File: config.mk
export PLATFORM = sky130hd
export DESIGN_NAME = osr_top
export DESIGN_NICKNAME = d
export VERILOG_FILES = /design/src/osr_pkg.sv /design/src/osr_top.sv /design/src/osr_delay_counter.sv
export SDC_FILE = /design/constraint.sdc
export NUM_CORES = 1
export LEC_CHECK = 0
export BUFFER_PORTS_ARGS = -buffer_cell sky130_fd_sc_hd__buf_4
export CAP_MARGIN = 20
export CORE_ASPECT_RATIO = 0.5
export CORE_MARGIN = 1
export CORE_UTILIZATION = 55
export CTS_CLUSTER_SIZE = 25
export DETAILED_ROUTE_END_ITERATION = 10
export HOLD_SLACK_MARGIN = 0.05
export PLACE_DENSITY = 0.75
export SLEW_MARGIN = 20
export SYNTH_ARGS = -nofsm -noshare
export SYNTH_HDL_FRONTEND = slang
export SYNTH_SLANG_ARGS = --single-unit
File: constraint.sdc
create_clock -name CLOCK_IN -period 2.9 [get_ports CLOCK_IN]
set_input_delay 0.29 -clock CLOCK_IN [delete_from_list [all_inputs] [get_ports CLOCK_IN]]
set_output_delay 0.29 -clock CLOCK_IN [all_outputs]
set_load 0.005 [all_outputs]
File: src/osr_pkg.sv
// How it works
// RULE1: Active group field bits 14:12 reports the running clock source encoding.
// RULE2: Power-up or supply-dip reset loads the active group from configuration.
// RULE3: A completed clock switch copies the requested group into the active group.
// RULE4: A detected clock failure forces the active group to the fast internal code.
// RULE5: Requested group bits 10:8 writable, 001 is fast internal, reset from configuration.
// RULE6: Divider select 11 divides by 64, 10 by 16, 00 passes clock undivided.
// RULE7: Bits 15, 11, 4, 2 read zero; bits 5, 3, 1, 0 hold the flags.
// RULE8: Monitor on and source not ready after timers: raise trap, go fast internal.
// RULE9: Monitor and power-up timer both off: leave reset at once on power-up.
// RULE10: Monitor off and no clock: core stays frozen until the clock starts.
// RULE11: Supply dip issues a reset pulse and reselects source from configuration.
// RULE12: After supply dip hold clock until start-up counter expires and lock reads one.
// RULE13: Apply reset delay plus timer, or 100 us monitor delay for crystal without timer.
// RULE14: Every supply-dip reset sets bit 1 of the reset cause register.
// RULE15: Supply-dip detector keeps working in Sleep and Idle whenever enabled.
// RULE16: Active group 001 means the device runs from the fast internal oscillator.
// RULE17: Phase flag follows the multiplier lock input, set on lock, cleared on loss.
// RULE18: Keep-on bit keeps the low-frequency crystal running, also during Sleep.
// RULE19: Software sets switch request; device clears it when the switch completes.
// RULE20: Clock fail flag sets on detected failure and stays until software clears it.
package osr_pkg;

  localparam logic [3:0] OSC_CONTROL_OFS = 4'h0;
  localparam logic [3:0] RESET_CAUSE_OFS = 4'h4;

  localparam int ACTIVE_LSB = 12;
  localparam int REQUEST_LSB = 8;
  localparam int DIVIDER_LSB = 6;
  localparam int PHASE_BIT = 5;
  localparam int FAIL_BIT = 3;
  localparam int KEEP_XTAL_BIT = 1;
  localparam int SWITCH_BIT = 0;
  localparam int CAUSE_POWER_BIT = 0;
  localparam int CAUSE_DIP_BIT = 1;

  localparam logic [2:0] GRP_MULTIPLIER = 3'h7;
  localparam logic [2:0] GRP_EXT_OSC = 3'h3;
  localparam logic [2:0] GRP_SLOW_INTERNAL = 3'h2;
  localparam logic [2:0] GRP_FAST_INTERNAL = 3'h1;
  localparam logic [2:0] GRP_LOW_FREQ_XTAL = 3'h0;

  localparam logic [1:0] DIV_NONE = 2'h0;
  localparam logic [1:0] DIV_BY16 = 2'h2;
  localparam logic [1:0] DIV_BY64 = 2'h3;
  localparam logic [5:0] DIV4_MASK = 6'h03;
  localparam logic [5:0] DIV16_MASK = 6'h0f;
  localparam logic [5:0] DIV64_MASK = 6'h3f;

  // Primary modes below this code are external clock or RC, the rest crystal
  localparam logic [4:0] CRYSTAL_MODE_MIN = 5'h04;

  localparam logic [15:0] OSC_CONTROL_RESET = 16'h0000;
  localparam logic [1:0] RESET_CAUSE_RESET = 2'h1;

  localparam int CLOCK_MHZ = 100;
  localparam int POR_DELAY_US = 10;
  localparam int PWRUP_TIMER_US = 64000;
  localparam int MONITOR_DELAY_US = 100;
  localparam int STARTUP_WAIT_CYCLES = 1024;
  localparam int POR_DELAY_CYCLES = POR_DELAY_US * CLOCK_MHZ;
  localparam int PWRUP_TIMER_CYCLES = PWRUP_TIMER_US * CLOCK_MHZ;
  localparam int MONITOR_DELAY_CYCLES = MONITOR_DELAY_US * CLOCK_MHZ;

  localparam int TIMER_W = 23;

endpackage

File: src/osr_top.sv
// Chosen here: the address map and the address-and-strobe port.
`timescale 1ns/1ps
module osr_top
  import osr_pkg::*;
#(
  parameter int PWRUP_TIMER_COUNT = PWRUP_TIMER_CYCLES,
  parameter int MONITOR_DELAY_COUNT = MONITOR_DELAY_CYCLES
) (
  input wire logic CLOCK_IN,
  input wire logic RESETN_IN,
  input wire logic [3:0] ADDR_IN,
  input wire logic [15:0] WDATA_IN,
  input wire logic WR_IN,
  input wire logic RD_IN,
  output logic [15:0] RDATA_OUT,
  input wire logic [2:0] CFG_START_GROUP_IN,
  input wire logic [4:0] CFG_PRIMARY_MODE_IN,
  input wire logic CFG_FAIL_MONITOR_EN_IN,
  input wire logic CFG_PWRUP_TIMER_EN_IN,
  input wire logic CFG_SUPPLY_DIP_EN_IN,
  input wire logic OSC_RUNNING_IN,
  input wire logic PLL_LOCK_IN,
  input wire logic SUPPLY_LOW_IN,
  output logic CORE_RESET_OUT,
  output logic CLOCK_HOLD_OUT,
  output logic SUPPLY_DIP_PULSE_OUT,
  output logic FAIL_TRAP_OUT,
  output logic [2:0] CLOCK_SELECT_OUT,
  output logic SYS_CLK_EN_OUT,
  output logic LOW_FREQ_XTAL_EN_OUT
);

  typedef enum logic [2:0] {
    ST_LOAD, ST_POR_WAIT, ST_PWRUP_WAIT, ST_MONITOR_WAIT, ST_CHECK, ST_RUN
  } osr_state_e;

  // Two-stage synchronisers for every configuration and status pin. No reset, so pins held
  // steady through reset are already settled at the first edge after it.
  localparam int SYNC_W = 14;
  logic [SYNC_W-1:0] sync1_q, sync1_d, sync2_q, sync2_d;
  always_comb begin
    sync1_d = {CFG_START_GROUP_IN, CFG_PRIMARY_MODE_IN, CFG_FAIL_MONITOR_EN_IN,
               CFG_PWRUP_TIMER_EN_IN, CFG_SUPPLY_DIP_EN_IN, OSC_RUNNING_IN,
               PLL_LOCK_IN, SUPPLY_LOW_IN};
    sync2_d = sync1_q;
  end

  always_ff @(posedge CLOCK_IN) begin
    sync1_q <= sync1_d;
    sync2_q <= sync2_d;
  end

  logic [2:0] cfg_group;
  logic [4:0] cfg_mode;
  logic cfg_monitor, cfg_pwrup, cfg_dip_en, osc_running, pll_lock, supply_low;
  assign cfg_group = sync2_q[13:11];
  assign cfg_mode = sync2_q[10:6];
  assign cfg_monitor = sync2_q[5];
  assign cfg_pwrup = sync2_q[4];
  assign cfg_dip_en = sync2_q[3];
  assign osc_running = sync2_q[2];
  assign pll_lock = sync2_q[1];
  assign supply_low = sync2_q[0];

  // Supply dip only counts while the detector is enabled
  logic dip_event;
  assign dip_event = cfg_dip_en && supply_low; // RULE15

  logic crystal_used;
  assign crystal_used = (cfg_mode >= CRYSTAL_MODE_MIN);

  // Timers: sequence delays and oscillator start-up wait
  logic seq_start, seq_done, ost_start, ost_done;
  logic [TIMER_W-1:0] seq_load;
  osr_delay_counter #(.W(TIMER_W)) u_seq_timer (
    .clk_in(CLOCK_IN),
    .rst_n_in(RESETN_IN),
    .start_in(seq_start),
    .load_in(seq_load),
    .done_out(seq_done)
  );
  osr_delay_counter #(.W(TIMER_W)) u_ost_timer (
    .clk_in(CLOCK_IN),
    .rst_n_in(RESETN_IN),
    .start_in(ost_start),
    .load_in(TIMER_W'(STARTUP_WAIT_CYCLES)),
    .done_out(ost_done)
  );

  // Register state
  logic [2:0] active_q, active_d;
  logic [2:0] request_q, request_d;
  logic [1:0] divider_q, divider_d;
  logic phase_q, phase_d;
  logic fail_q, fail_d;
  logic keep_xtal_q, keep_xtal_d;
  logic switch_q, switch_d;
  logic [1:0] cause_q, cause_d;
  logic [15:0] rdata_q, rdata_d;

  // Sequencer and output state
  osr_state_e state_q, state_d;
  logic core_reset_q, core_reset_d;
  logic clock_hold_q, clock_hold_d;
  logic dip_pulse_q, dip_pulse_d;
  logic trap_q, trap_d;
  logic clk_en_q, clk_en_d;
  logic lp_xtal_q, lp_xtal_d;
  logic [5:0] div_cnt_q, div_cnt_d;

  // Internal groups always ready; external need running, start-up wait in crystal modes, lock for the multiplier
  function automatic logic group_ready(input logic [2:0] grp, input logic xtal,
                                       input logic running, input logic ost_ok,
                                       input logic lock);
    logic ok;
    ok = 1'b1;
    if (grp != GRP_FAST_INTERNAL && grp != GRP_SLOW_INTERNAL) begin
      ok = running && (!xtal || ost_ok);
      if (grp == GRP_MULTIPLIER) begin
        ok = ok && lock;
      end
    end
    return ok;
  endfunction

  logic active_ready, request_ready;
  assign active_ready = group_ready(active_q, crystal_used, osc_running, ost_done, phase_q);
  assign request_ready = group_ready(request_q, crystal_used, osc_running, ost_done, phase_q);

  // Written zeros clear the fail flag and cause bits; hardware set wins
  logic wr_ctrl, wr_cause;
  assign wr_ctrl = WR_IN && (ADDR_IN == OSC_CONTROL_OFS);
  assign wr_cause = WR_IN && (ADDR_IN == RESET_CAUSE_OFS);

  // Sequencer next state, group loads and failure handling
  logic fail_event, switch_done, load_groups;
  always_comb begin
    state_d = state_q;
    seq_start = 1'b0;
    seq_load = '0;
    ost_start = 1'b0;
    fail_event = 1'b0;
    switch_done = 1'b0;
    load_groups = 1'b0;
    unique case (state_q)
      ST_LOAD: begin
        load_groups = 1'b1;
        ost_start = 1'b1;
        if (!cfg_monitor && !cfg_pwrup) begin
          state_d = ST_CHECK; // RULE9
        end else begin
          seq_start = 1'b1;
          seq_load = TIMER_W'(POR_DELAY_CYCLES);
          state_d = ST_POR_WAIT;
        end
      end
      ST_POR_WAIT: begin
        if (seq_done) begin
          if (cfg_pwrup) begin
            seq_start = 1'b1;
            seq_load = TIMER_W'(PWRUP_TIMER_COUNT); // RULE13
            state_d = ST_PWRUP_WAIT;
          end else if (crystal_used) begin
            seq_start = 1'b1;
            seq_load = TIMER_W'(MONITOR_DELAY_COUNT); // RULE13
            state_d = ST_MONITOR_WAIT;
          end else begin
            state_d = ST_CHECK;
          end
        end
      end
      ST_PWRUP_WAIT, ST_MONITOR_WAIT: begin
        if (seq_done) begin
          state_d = ST_CHECK;
        end
      end
      ST_CHECK: begin
        // Monitor off and source not ready: core stays frozen here
        if (active_ready) begin
          state_d = ST_RUN; // RULE12
        end else if (cfg_monitor) begin
          fail_event = 1'b1; // RULE8
          state_d = ST_RUN;
        end
      end
      ST_RUN: begin
        // Run-time loss of the active source traps when the monitor is on
        if (cfg_monitor && !active_ready) begin
          fail_event = 1'b1;
        end else if (switch_q && request_ready) begin
          switch_done = 1'b1;
        end
      end
    endcase
    if (dip_event) begin
      state_d = ST_LOAD; // RULE11
    end
  end

  // Register file next values
  always_comb begin
    active_d = active_q;
    request_d = request_q;
    divider_d = divider_q;
    keep_xtal_d = keep_xtal_q;
    switch_d = switch_q;
    fail_d = fail_q;
    cause_d = cause_q;
    phase_d = pll_lock; // RULE17
    if (wr_ctrl) begin
      request_d = WDATA_IN[REQUEST_LSB +: 3]; // RULE5
      divider_d = WDATA_IN[DIVIDER_LSB +: 2];
      keep_xtal_d = WDATA_IN[KEEP_XTAL_BIT];
      switch_d = WDATA_IN[SWITCH_BIT]; // RULE19
      if (!WDATA_IN[FAIL_BIT]) begin
        fail_d = 1'b0;
      end
    end
    if (wr_cause) begin
      cause_d = cause_q & WDATA_IN[1:0];
    end
    if (switch_done) begin
      active_d = request_q; // RULE3
      // A request written in the same cycle is kept
      if (!wr_ctrl) begin
        switch_d = 1'b0; // RULE19
      end
    end
    if (fail_event) begin
      active_d = GRP_FAST_INTERNAL; // RULE4 RULE16
      fail_d = 1'b1; // RULE20
    end
    if (load_groups) begin
      active_d = cfg_group; // RULE2
      request_d = cfg_group; // RULE5
    end
    // Supply dip restarts like power-up but keeps the fail flag
    if (dip_event) begin
      divider_d = DIV_NONE;
      keep_xtal_d = 1'b0;
      switch_d = 1'b0;
      cause_d[CAUSE_DIP_BIT] = 1'b1; // RULE14
    end
  end

  // Read data and pin outputs
  always_comb begin
    rdata_d = '0;
    if (RD_IN) begin
      if (ADDR_IN == OSC_CONTROL_OFS) begin
        rdata_d[ACTIVE_LSB +: 3] = active_q; // RULE1
        rdata_d[REQUEST_LSB +: 3] = request_q;
        rdata_d[DIVIDER_LSB +: 2] = divider_q;
        rdata_d[PHASE_BIT] = phase_q; // RULE7
        rdata_d[FAIL_BIT] = fail_q;
        rdata_d[KEEP_XTAL_BIT] = keep_xtal_q;
        rdata_d[SWITCH_BIT] = switch_q;
      end else if (ADDR_IN == RESET_CAUSE_OFS) begin
        rdata_d[1:0] = cause_q;
      end
    end
    core_reset_d = (state_d != ST_CHECK) && (state_d != ST_RUN);
    clock_hold_d = (state_d == ST_CHECK); // RULE10 RULE12
    dip_pulse_d = dip_event; // RULE11
    trap_d = fail_event; // RULE8
    lp_xtal_d = keep_xtal_q || (active_q == GRP_LOW_FREQ_XTAL); // RULE18
    // Free-running prescaler; enable pulses once per divided period
    div_cnt_d = div_cnt_q + 6'h01;
    unique case (divider_q)
      DIV_NONE: clk_en_d = 1'b1; // RULE6
      DIV_BY16: clk_en_d = (div_cnt_q & DIV16_MASK) == DIV16_MASK; // RULE6
      DIV_BY64: clk_en_d = (div_cnt_q & DIV64_MASK) == DIV64_MASK; // RULE6
      default: clk_en_d = (div_cnt_q & DIV4_MASK) == DIV4_MASK;
    endcase
    if (core_reset_d || clock_hold_d) begin
      clk_en_d = 1'b0;
    end
  end

  // Sequencer state
  always_ff @(posedge CLOCK_IN or negedge RESETN_IN) begin
    if (!RESETN_IN) begin
      state_q <= ST_LOAD;
    end else begin
      state_q <= state_d;
    end
  end

  // Register file
  always_ff @(posedge CLOCK_IN or negedge RESETN_IN) begin
    if (!RESETN_IN) begin
      active_q <= OSC_CONTROL_RESET[ACTIVE_LSB +: 3];
      request_q <= OSC_CONTROL_RESET[REQUEST_LSB +: 3];
      divider_q <= OSC_CONTROL_RESET[DIVIDER_LSB +: 2];
      phase_q <= OSC_CONTROL_RESET[PHASE_BIT];
      fail_q <= OSC_CONTROL_RESET[FAIL_BIT];
      keep_xtal_q <= OSC_CONTROL_RESET[KEEP_XTAL_BIT];
      switch_q <= OSC_CONTROL_RESET[SWITCH_BIT];
      cause_q <= RESET_CAUSE_RESET;
    end else begin
      active_q <= active_d;
      request_q <= request_d;
      divider_q <= divider_d;
      phase_q <= phase_d;
      fail_q <= fail_d;
      keep_xtal_q <= keep_xtal_d;
      switch_q <= switch_d;
      cause_q <= cause_d;
    end
  end

  // Read data and pin output flops
  always_ff @(posedge CLOCK_IN or negedge RESETN_IN) begin
    if (!RESETN_IN) begin
      rdata_q <= '0;
      core_reset_q <= 1'b1;
      clock_hold_q <= 1'b0;
      dip_pulse_q <= 1'b0;
      trap_q <= 1'b0;
      clk_en_q <= 1'b0;
      lp_xtal_q <= 1'b0;
      div_cnt_q <= '0;
    end else begin
      rdata_q <= rdata_d;
      core_reset_q <= core_reset_d;
      clock_hold_q <= clock_hold_d;
      dip_pulse_q <= dip_pulse_d;
      trap_q <= trap_d;
      clk_en_q <= clk_en_d;
      lp_xtal_q <= lp_xtal_d;
      div_cnt_q <= div_cnt_d;
    end
  end

  assign RDATA_OUT = rdata_q;
  assign CORE_RESET_OUT = core_reset_q;
  assign CLOCK_HOLD_OUT = clock_hold_q;
  assign SUPPLY_DIP_PULSE_OUT = dip_pulse_q;
  assign FAIL_TRAP_OUT = trap_q;
  assign CLOCK_SELECT_OUT = active_q;
  assign SYS_CLK_EN_OUT = clk_en_q;
  assign LOW_FREQ_XTAL_EN_OUT = lp_xtal_q;

endmodule // osr_top

File: src/osr_delay_counter.sv
`timescale 1ns/1ps
module osr_delay_counter #(
  parameter int W = 23
) (
  input wire logic clk_in,
  input wire logic rst_n_in,
  input wire logic start_in,
  input wire logic [W-1:0] load_in,
  output logic done_out
);

  logic [W-1:0] cnt_q, cnt_d;
  logic busy_q, busy_d;
  logic done_q, done_d;

  always_comb begin
    cnt_d = cnt_q;
    busy_d = busy_q;
    done_d = done_q;
    if (start_in) begin
      cnt_d = (load_in == '0) ? '0 : load_in - 1'b1;
      busy_d = 1'b1;
      done_d = 1'b0;
    end else if (busy_q) begin
      if (cnt_q == '0) begin
        busy_d = 1'b0;
        done_d = 1'b1;
      end else begin
        cnt_d = cnt_q - 1'b1;
      end
    end
  end

  always_ff @(posedge clk_in or negedge rst_n_in) begin
    if (!rst_n_in) begin
      cnt_q <= '0;
      busy_q <= 1'b0;
      done_q <= 1'b0;
    end else begin
      cnt_q <= cnt_d;
      busy_q <= busy_d;
      done_q <= done_d;
    end
  end

  assign done_out = done_q;

endmodule // osr_delay_counter

# Yosys cells after proc, flatten, opt, wreduce, memory -nomap -nowiden
# Cells that the tools add are included.
[totals]
register_bits = 119
inputBits = 38
wordCells = 174
[classes]
n_addsub = 4
n_lt_le_gt_ge = 1
n_eq_ne = 23
n_mux = 79
bitwise = 1
n_reduce_logical = 40
[op_table]
columns = ["op", "count"]
rows = [
  ["$mux 23", 9],
  ["$logic_not 23->1", 3],
  ["$sub 23x1->23 const B", 3],
  ["$pmux 23 s2", 1],
  ["$mux 3", 15],
  ["$mux 1", 40],
  ["$reduce_bool 2->1", 8],
  ["$eq 3x3->1 const B", 5],
  ["$mux 14", 1],
  ["$mux 2", 6],
  ["$mux 6", 2],
  ["$pmux 3 s4", 1],
  ["$logic_and 1x1->1", 11],
  ["$mux 10", 1],
  ["$reduce_and 2->1", 5],
  ["$add 6x1->6 const B", 1],
  ["$eq 2x2->1 const B", 3],
  ["$eq 3x2->1 const B", 2],
  ["$eq 6x6->1 const B", 1],
  ["$logic_not 3->1", 2],
  ["$ne 3x1->1 const B", 2],
  ["$ne 3x2->1 const B", 2],
  ["$ne 3x3->1 const B", 2],
  ["$ge 5x3->1 const B", 1],
  ["other kinds (14)", 21],
]

# Logic depth before layout (Yosys ltp)
[logic_depth]
word_depth = 14
mapped_depth = 9

# By module
# A second synthesis with hierarchy kept.
[hier_totals]
cells_unflattened = 636
area_unflattened_um2 = 6093.3
[modules_own_cells]
columns = ["mod", "n_inst", "cells_per_inst", "area_each_um2"]
rows = [
  ["osr_delay_counter", 2, 217, 1874.3],
  ["osr_top", 1, 202, 2344.7],
]

# Worst setup path before layout
# Ideal clock, no wire load.
[synth_path]
kind = "flip-flop to flip-flop"
startpoint = "reg u_ost_timer.cnt_q[0]"
endpoint = "reg u_ost_timer.cnt_q[7]"
setup_ns = 0.142
t_arrival_ns = 2.395
required_ns = 2.758
setup_slack_ns = 0.364
path_stages_with_launch = 9
n_path_buf = 1
period_less_slack_ns = 2.536
path_cell_list = "dfrtp_1 > inv_1 > ha_1 > or3b_2 > clkbuf_1 > or3_1 > o311ai_1 > or4_1 > nand3_1"
[synth_via]
elab_chain_cells = 4
word_cells_on_any_way = 7
[synth_rtl]
columns = ["element", "line", "text"]
rows = [
  ["from (decl)", "osr_delay_counter.sv:12", "logic [W-1:0] cnt_q, cnt_d;"],
  ["from (signal assigned)", "osr_delay_counter.sv:40", "cnt_q <= cnt_d;"],
  ["$sub 23x1->23", "osr_delay_counter.sv:29", "cnt_d = cnt_q - 1'b1;"],
  ["$mux 23", "osr_delay_counter.sv:25", "if (cnt_q == '0) begin"],
  ["$mux 23", "osr_delay_counter.sv:24", "end else if (busy_q) begin"],
  ["$mux 23", "osr_delay_counter.sv:20", "if (start_in) begin"],
]
# Several ways; a longest one is shown, not always the timed one. The select of a mux whose other input is x is not followed.
# A chain may end at the register's enable or synchronous reset.

# Worst setup path after layout
[layout_path]
startpoint = "reg u_ost_timer.cnt_q[0]"
endpoint = "reg u_ost_timer.cnt_q[20]"
# The elaborated chain is that of the path after synthesis.

==> flow_summary.ini <==
[synthesis]
synth_enable_flop_cells = 0
synth_area_per_inst_um2 = 10.4
synthesis.instances = 488
synth_top_flop_cell = dfrtp_1
yosysUniqueCellTypes = 67
synth-async-reset-ratio_pct = 79.1
synthesis.area_mm2 = 0.00508
synth-seq-cells = 115
synthesis.yosys.warnings = 0
ys_seq_area_share_pct = 54.3

[sta]
clock.fmax_mhz = 373
timing.final.crit_share_pct = 92.4
timing.final.hold_violations = 0
slew_violations = 0
shortest_period_the_worst_path_allows_ns = 2.68
timing_worst_slew_pin_value_ns = 0.754
timing.clock.skew_ns = 0.00399
setup-violations-final = 0
grt_setup_unrepaired = no
timing.setup.tns_ns = 0
slew-limit-headroom_pct = 49.6

[cts]
htreeDepth = 4
cts_num_sinks = 115
cts_tree = done
clock_latency_ns = 0.41
cts.hold.buffers_added = 13
cts-root-to-sink-buffers = 2
postCtsSetupRepairBufs = 0
root_buffer = clkbuf_16
cts_made_buffers = 17
ctsResizeCount = 0
clk_transition_reported_paths_ns = 0.06

[job]
max_cap_viol_count = 0

[route]
length_of_routed_met2_wiring_um = 5360
postRouteWirelength_um = 11100
drt_drc = 0
route.layer.met1.wl_um = 5060
met3RoutedLength_um = 573
detail_route.first_pass.iterations = 5
remaining_number_of_nets_flagged_by_the_antenna_check_after_routing = 0
drtIter0Drc = 363
post_drt_wl_per_cell_um = 16.1
highest_layer = met4
viasPerCell = 5.91
num_vias = 4076

[layout]
antenna_cells = 0
syn2layout_area_growth_pct = 24.0
num-nets-final = 604
ratio_of_cells_with_drive_above_1_in_the_final_layout_pct = 19.0
postLayoutCoreUtil_pct = 71.4
num-fill-cells = 667

[place]
gp_congestion = 0.806
hpwl_um = 7180
portBuffers = 48

[floorplanning]
placementRows = 24
chipHeight_um = 70.0
ios = 63
coreArea_mm2 = 0.00883
initial_core_util_pct = 57.6
dieArea_mm2 = 0.00965
chipWidth_um = 138

[pwr]
post-layout-total-power_mw = 4.74
power.net_switching_mw = 1.36
sw_frac_of_total_pct = 28.8
power_per_cell_area_mw_per_mm2 = 752
clkPwrFrac_pct = 42.4
seq_power_share_pct = 40.9
internal-power_mw = 3.38
power.combinational.fraction_pct = 16.7
power.leakage_nw = 2.73
power.ir.vdd_worst_v = 0.000578

[setup_path]
critPathLaunchType = flop
worst_setup_path_end_kind = flop
critical_path.max_fanout = 10
worstSetupPathType = flop to flop
cp_data_required_time_ns = 3.20
worst-endpoint-arrival_ns = 2.98

[global_route]
grt_pass1_vias = 3840
antenna_violations_before_repair = 0
pin_count_of_the_biggest_net_entering_global_routing = 49
grt_overflow = 0
grt_pass1_wl_um = 18600
grt_util_all_layers_pct = 25.2

[status]
run_status = complete, no violations

[worst_hold_path]
worst_min_path_class = primary input to flop
final timing paths:
check	startpoint	endpoint	slack, ns	cells past startpoint
min reg2reg	sync1_q[0]	sync2_q[0]	0.32	0
max reg2reg	u_ost_timer.cnt_q[0]	u_ost_timer.cnt_q[20]	0.22	7
min in group asynchronous	RESETN_IN	RDATA_OUT[12]	0.44	2
max in group asynchronous	RESETN_IN	cause_q[0]	1.76	3
min	WDATA_IN[0]	cause_q[0]	0.12	2
max	u_ost_timer.cnt_q[0]	u_ost_timer.cnt_q[20]	0.22	7
cell usage after synthesis (5+ instances only):
| cell type | n | area share, % |
|---|---|---|
| o21ai_0 | 15 | 1.5 |
| o21a_1 | 7 | 1.0 |
| o2111ai_1 | 7 | 1.2 |
| xnor2_1 | 7 | 1.2 |
| or4_1 | 11 | 1.6 |
| nor2_1 | 36 | 2.7 |
| ha_1 | 6 | 1.5 |
| xor2_1 | 9 | 1.6 |
| nand2_1 | 28 | 2.1 |
| nand3_1 | 19 | 1.9 |
| nor3_1 | 19 | 1.9 |
| dfrtp_1 | 89 | 44 |
| dfxtp_1 | 24 | 9.5 |
| a21oi_1 | 25 | 2.5 |
| o211ai_1 | 7 | 1.0 |
| and2_1 | 11 | 1.4 |
| or2_2 | 6 | 0.74 |
| inv_1 | 17 | 1.3 |
| or3_1 | 17 | 2.1 |
| mux2i_1 | 11 | 2.2 |
| nor4_1 | 11 | 1.4 |
| nand2b_1 | 5 | 0.62 |
| o31ai_1 | 10 | 1.5 |
| clkbuf_1 | 17 | 1.3 |
stage by stage:
step / setup WS [ns] / std cells / hold slack (ns) / area, µm²
2_1_floorplan: 0.364 / 491 / -0.00559 / 5090
3_3_place_gp: 0.273 / 645 / 0.310 / 5590
3_5_place_dp: 0.266 / 645 / 0.313 / 5590
4_1_cts: 0.235 / 690 / 0.111 / 6300
5_1_grt: 0.0998 / 690 / 0.117 / 6300
6_report: 0.221 / 690 / 0.119 / 6300
power groups by stage:
stage	sequential, mW	combinational [mW]	clock (mW)
after floorplan	1.91	0.510	0
after global placement	1.95	0.761	0
after detailed placement	1.96	0.775	0
after CTS	1.93	0.800	2.04
after global routing	1.96	0.890	2.11
final	1.94	0.791	2.01
sequential cells by signal, indices dropped and copies added (netlist names), 2 cells and up:
name / cells
sync1_q: 12
RDATA_OUT: 12
u_ost_timer.cnt_q: 23
cause_q: 2
divider_q: 2
state_q: 3
CLOCK_SELECT_OUT: 3
u_seq_timer.cnt_q: 23
div_cnt_q: 6
sync2_q: 12
request_q: 3
layout by cell type, fill, tap and decap left out, types with 3 or more instances in the layout:
master	count
dfrtp_1	89
buf_4	59
or4_1	11
o21ai_0	15
or2_2	6
o31a_1	4
inv_4	5
dfxtp_1	24
nor4_1	11
nand4_1	3
dlygate4sd3_1	13
o221ai_1	3
nand2b_1	5
mux2i_1	11
o2111ai_1	7
clkbuf_16	20
ha_1	6
nor3_1	18
nand3_1	19
conb_1	4
a21oi_1	25
o22ai_1	3
a31oi_1	4
nor2_1	36
o311ai_0	4
xor2_1	9
nand2_1	28
o31ai_1	10
clkinv_2	3
o21a_1	7
nor4b_1	3
a221oi_1	4
inv_1	17
or3_1	17
o211ai_1	7
and2_1	11
xnor2_1	7
logic make-up (layout without fill, tap and decap cells):
family          count (synthesis)  after routing  share of synthesized area [%]
compound gates                120            120                           16.8
xor+xnor                       16             16                           2.76
fa+ha+maj                       6              6                           1.48
buf+inv                        40            122                           3.54
flops                         115            115                           54.3
mux                            11             11                           2.17
other cells                     1              4                         0.0738
simple gates                  179            179                           18.9
routing by layer:
metal	track usage, %	up-vias
li1	-	1962
met1	34.8	1999
met2	38.5	95
met3	6.83	20
met4	8.33	0
met5	0	-
final cells by class:
class	instances	area [µm²]	share of cell area, %
timing repair buffer	73	593	9.41
inverter	17	63.8	1.01
sequential	115	2760	43.8
clock inverter	10	63.8	1.01
tap	117	146	2.32
multi-input combinational	336	2160	34.3
clock buffer	22	518	8.22
critical path: stages, from the launching register on:
cell,delay [ns]
dfrtp_1,0.39
inv_1,0.10
ha_1,0.16
or3b_2,0.56
or3_1,0.49
a211oi_1,0.49
a21oi_1,0.14
a31o_2,0.23
Power figures use the tool's default switching activity.
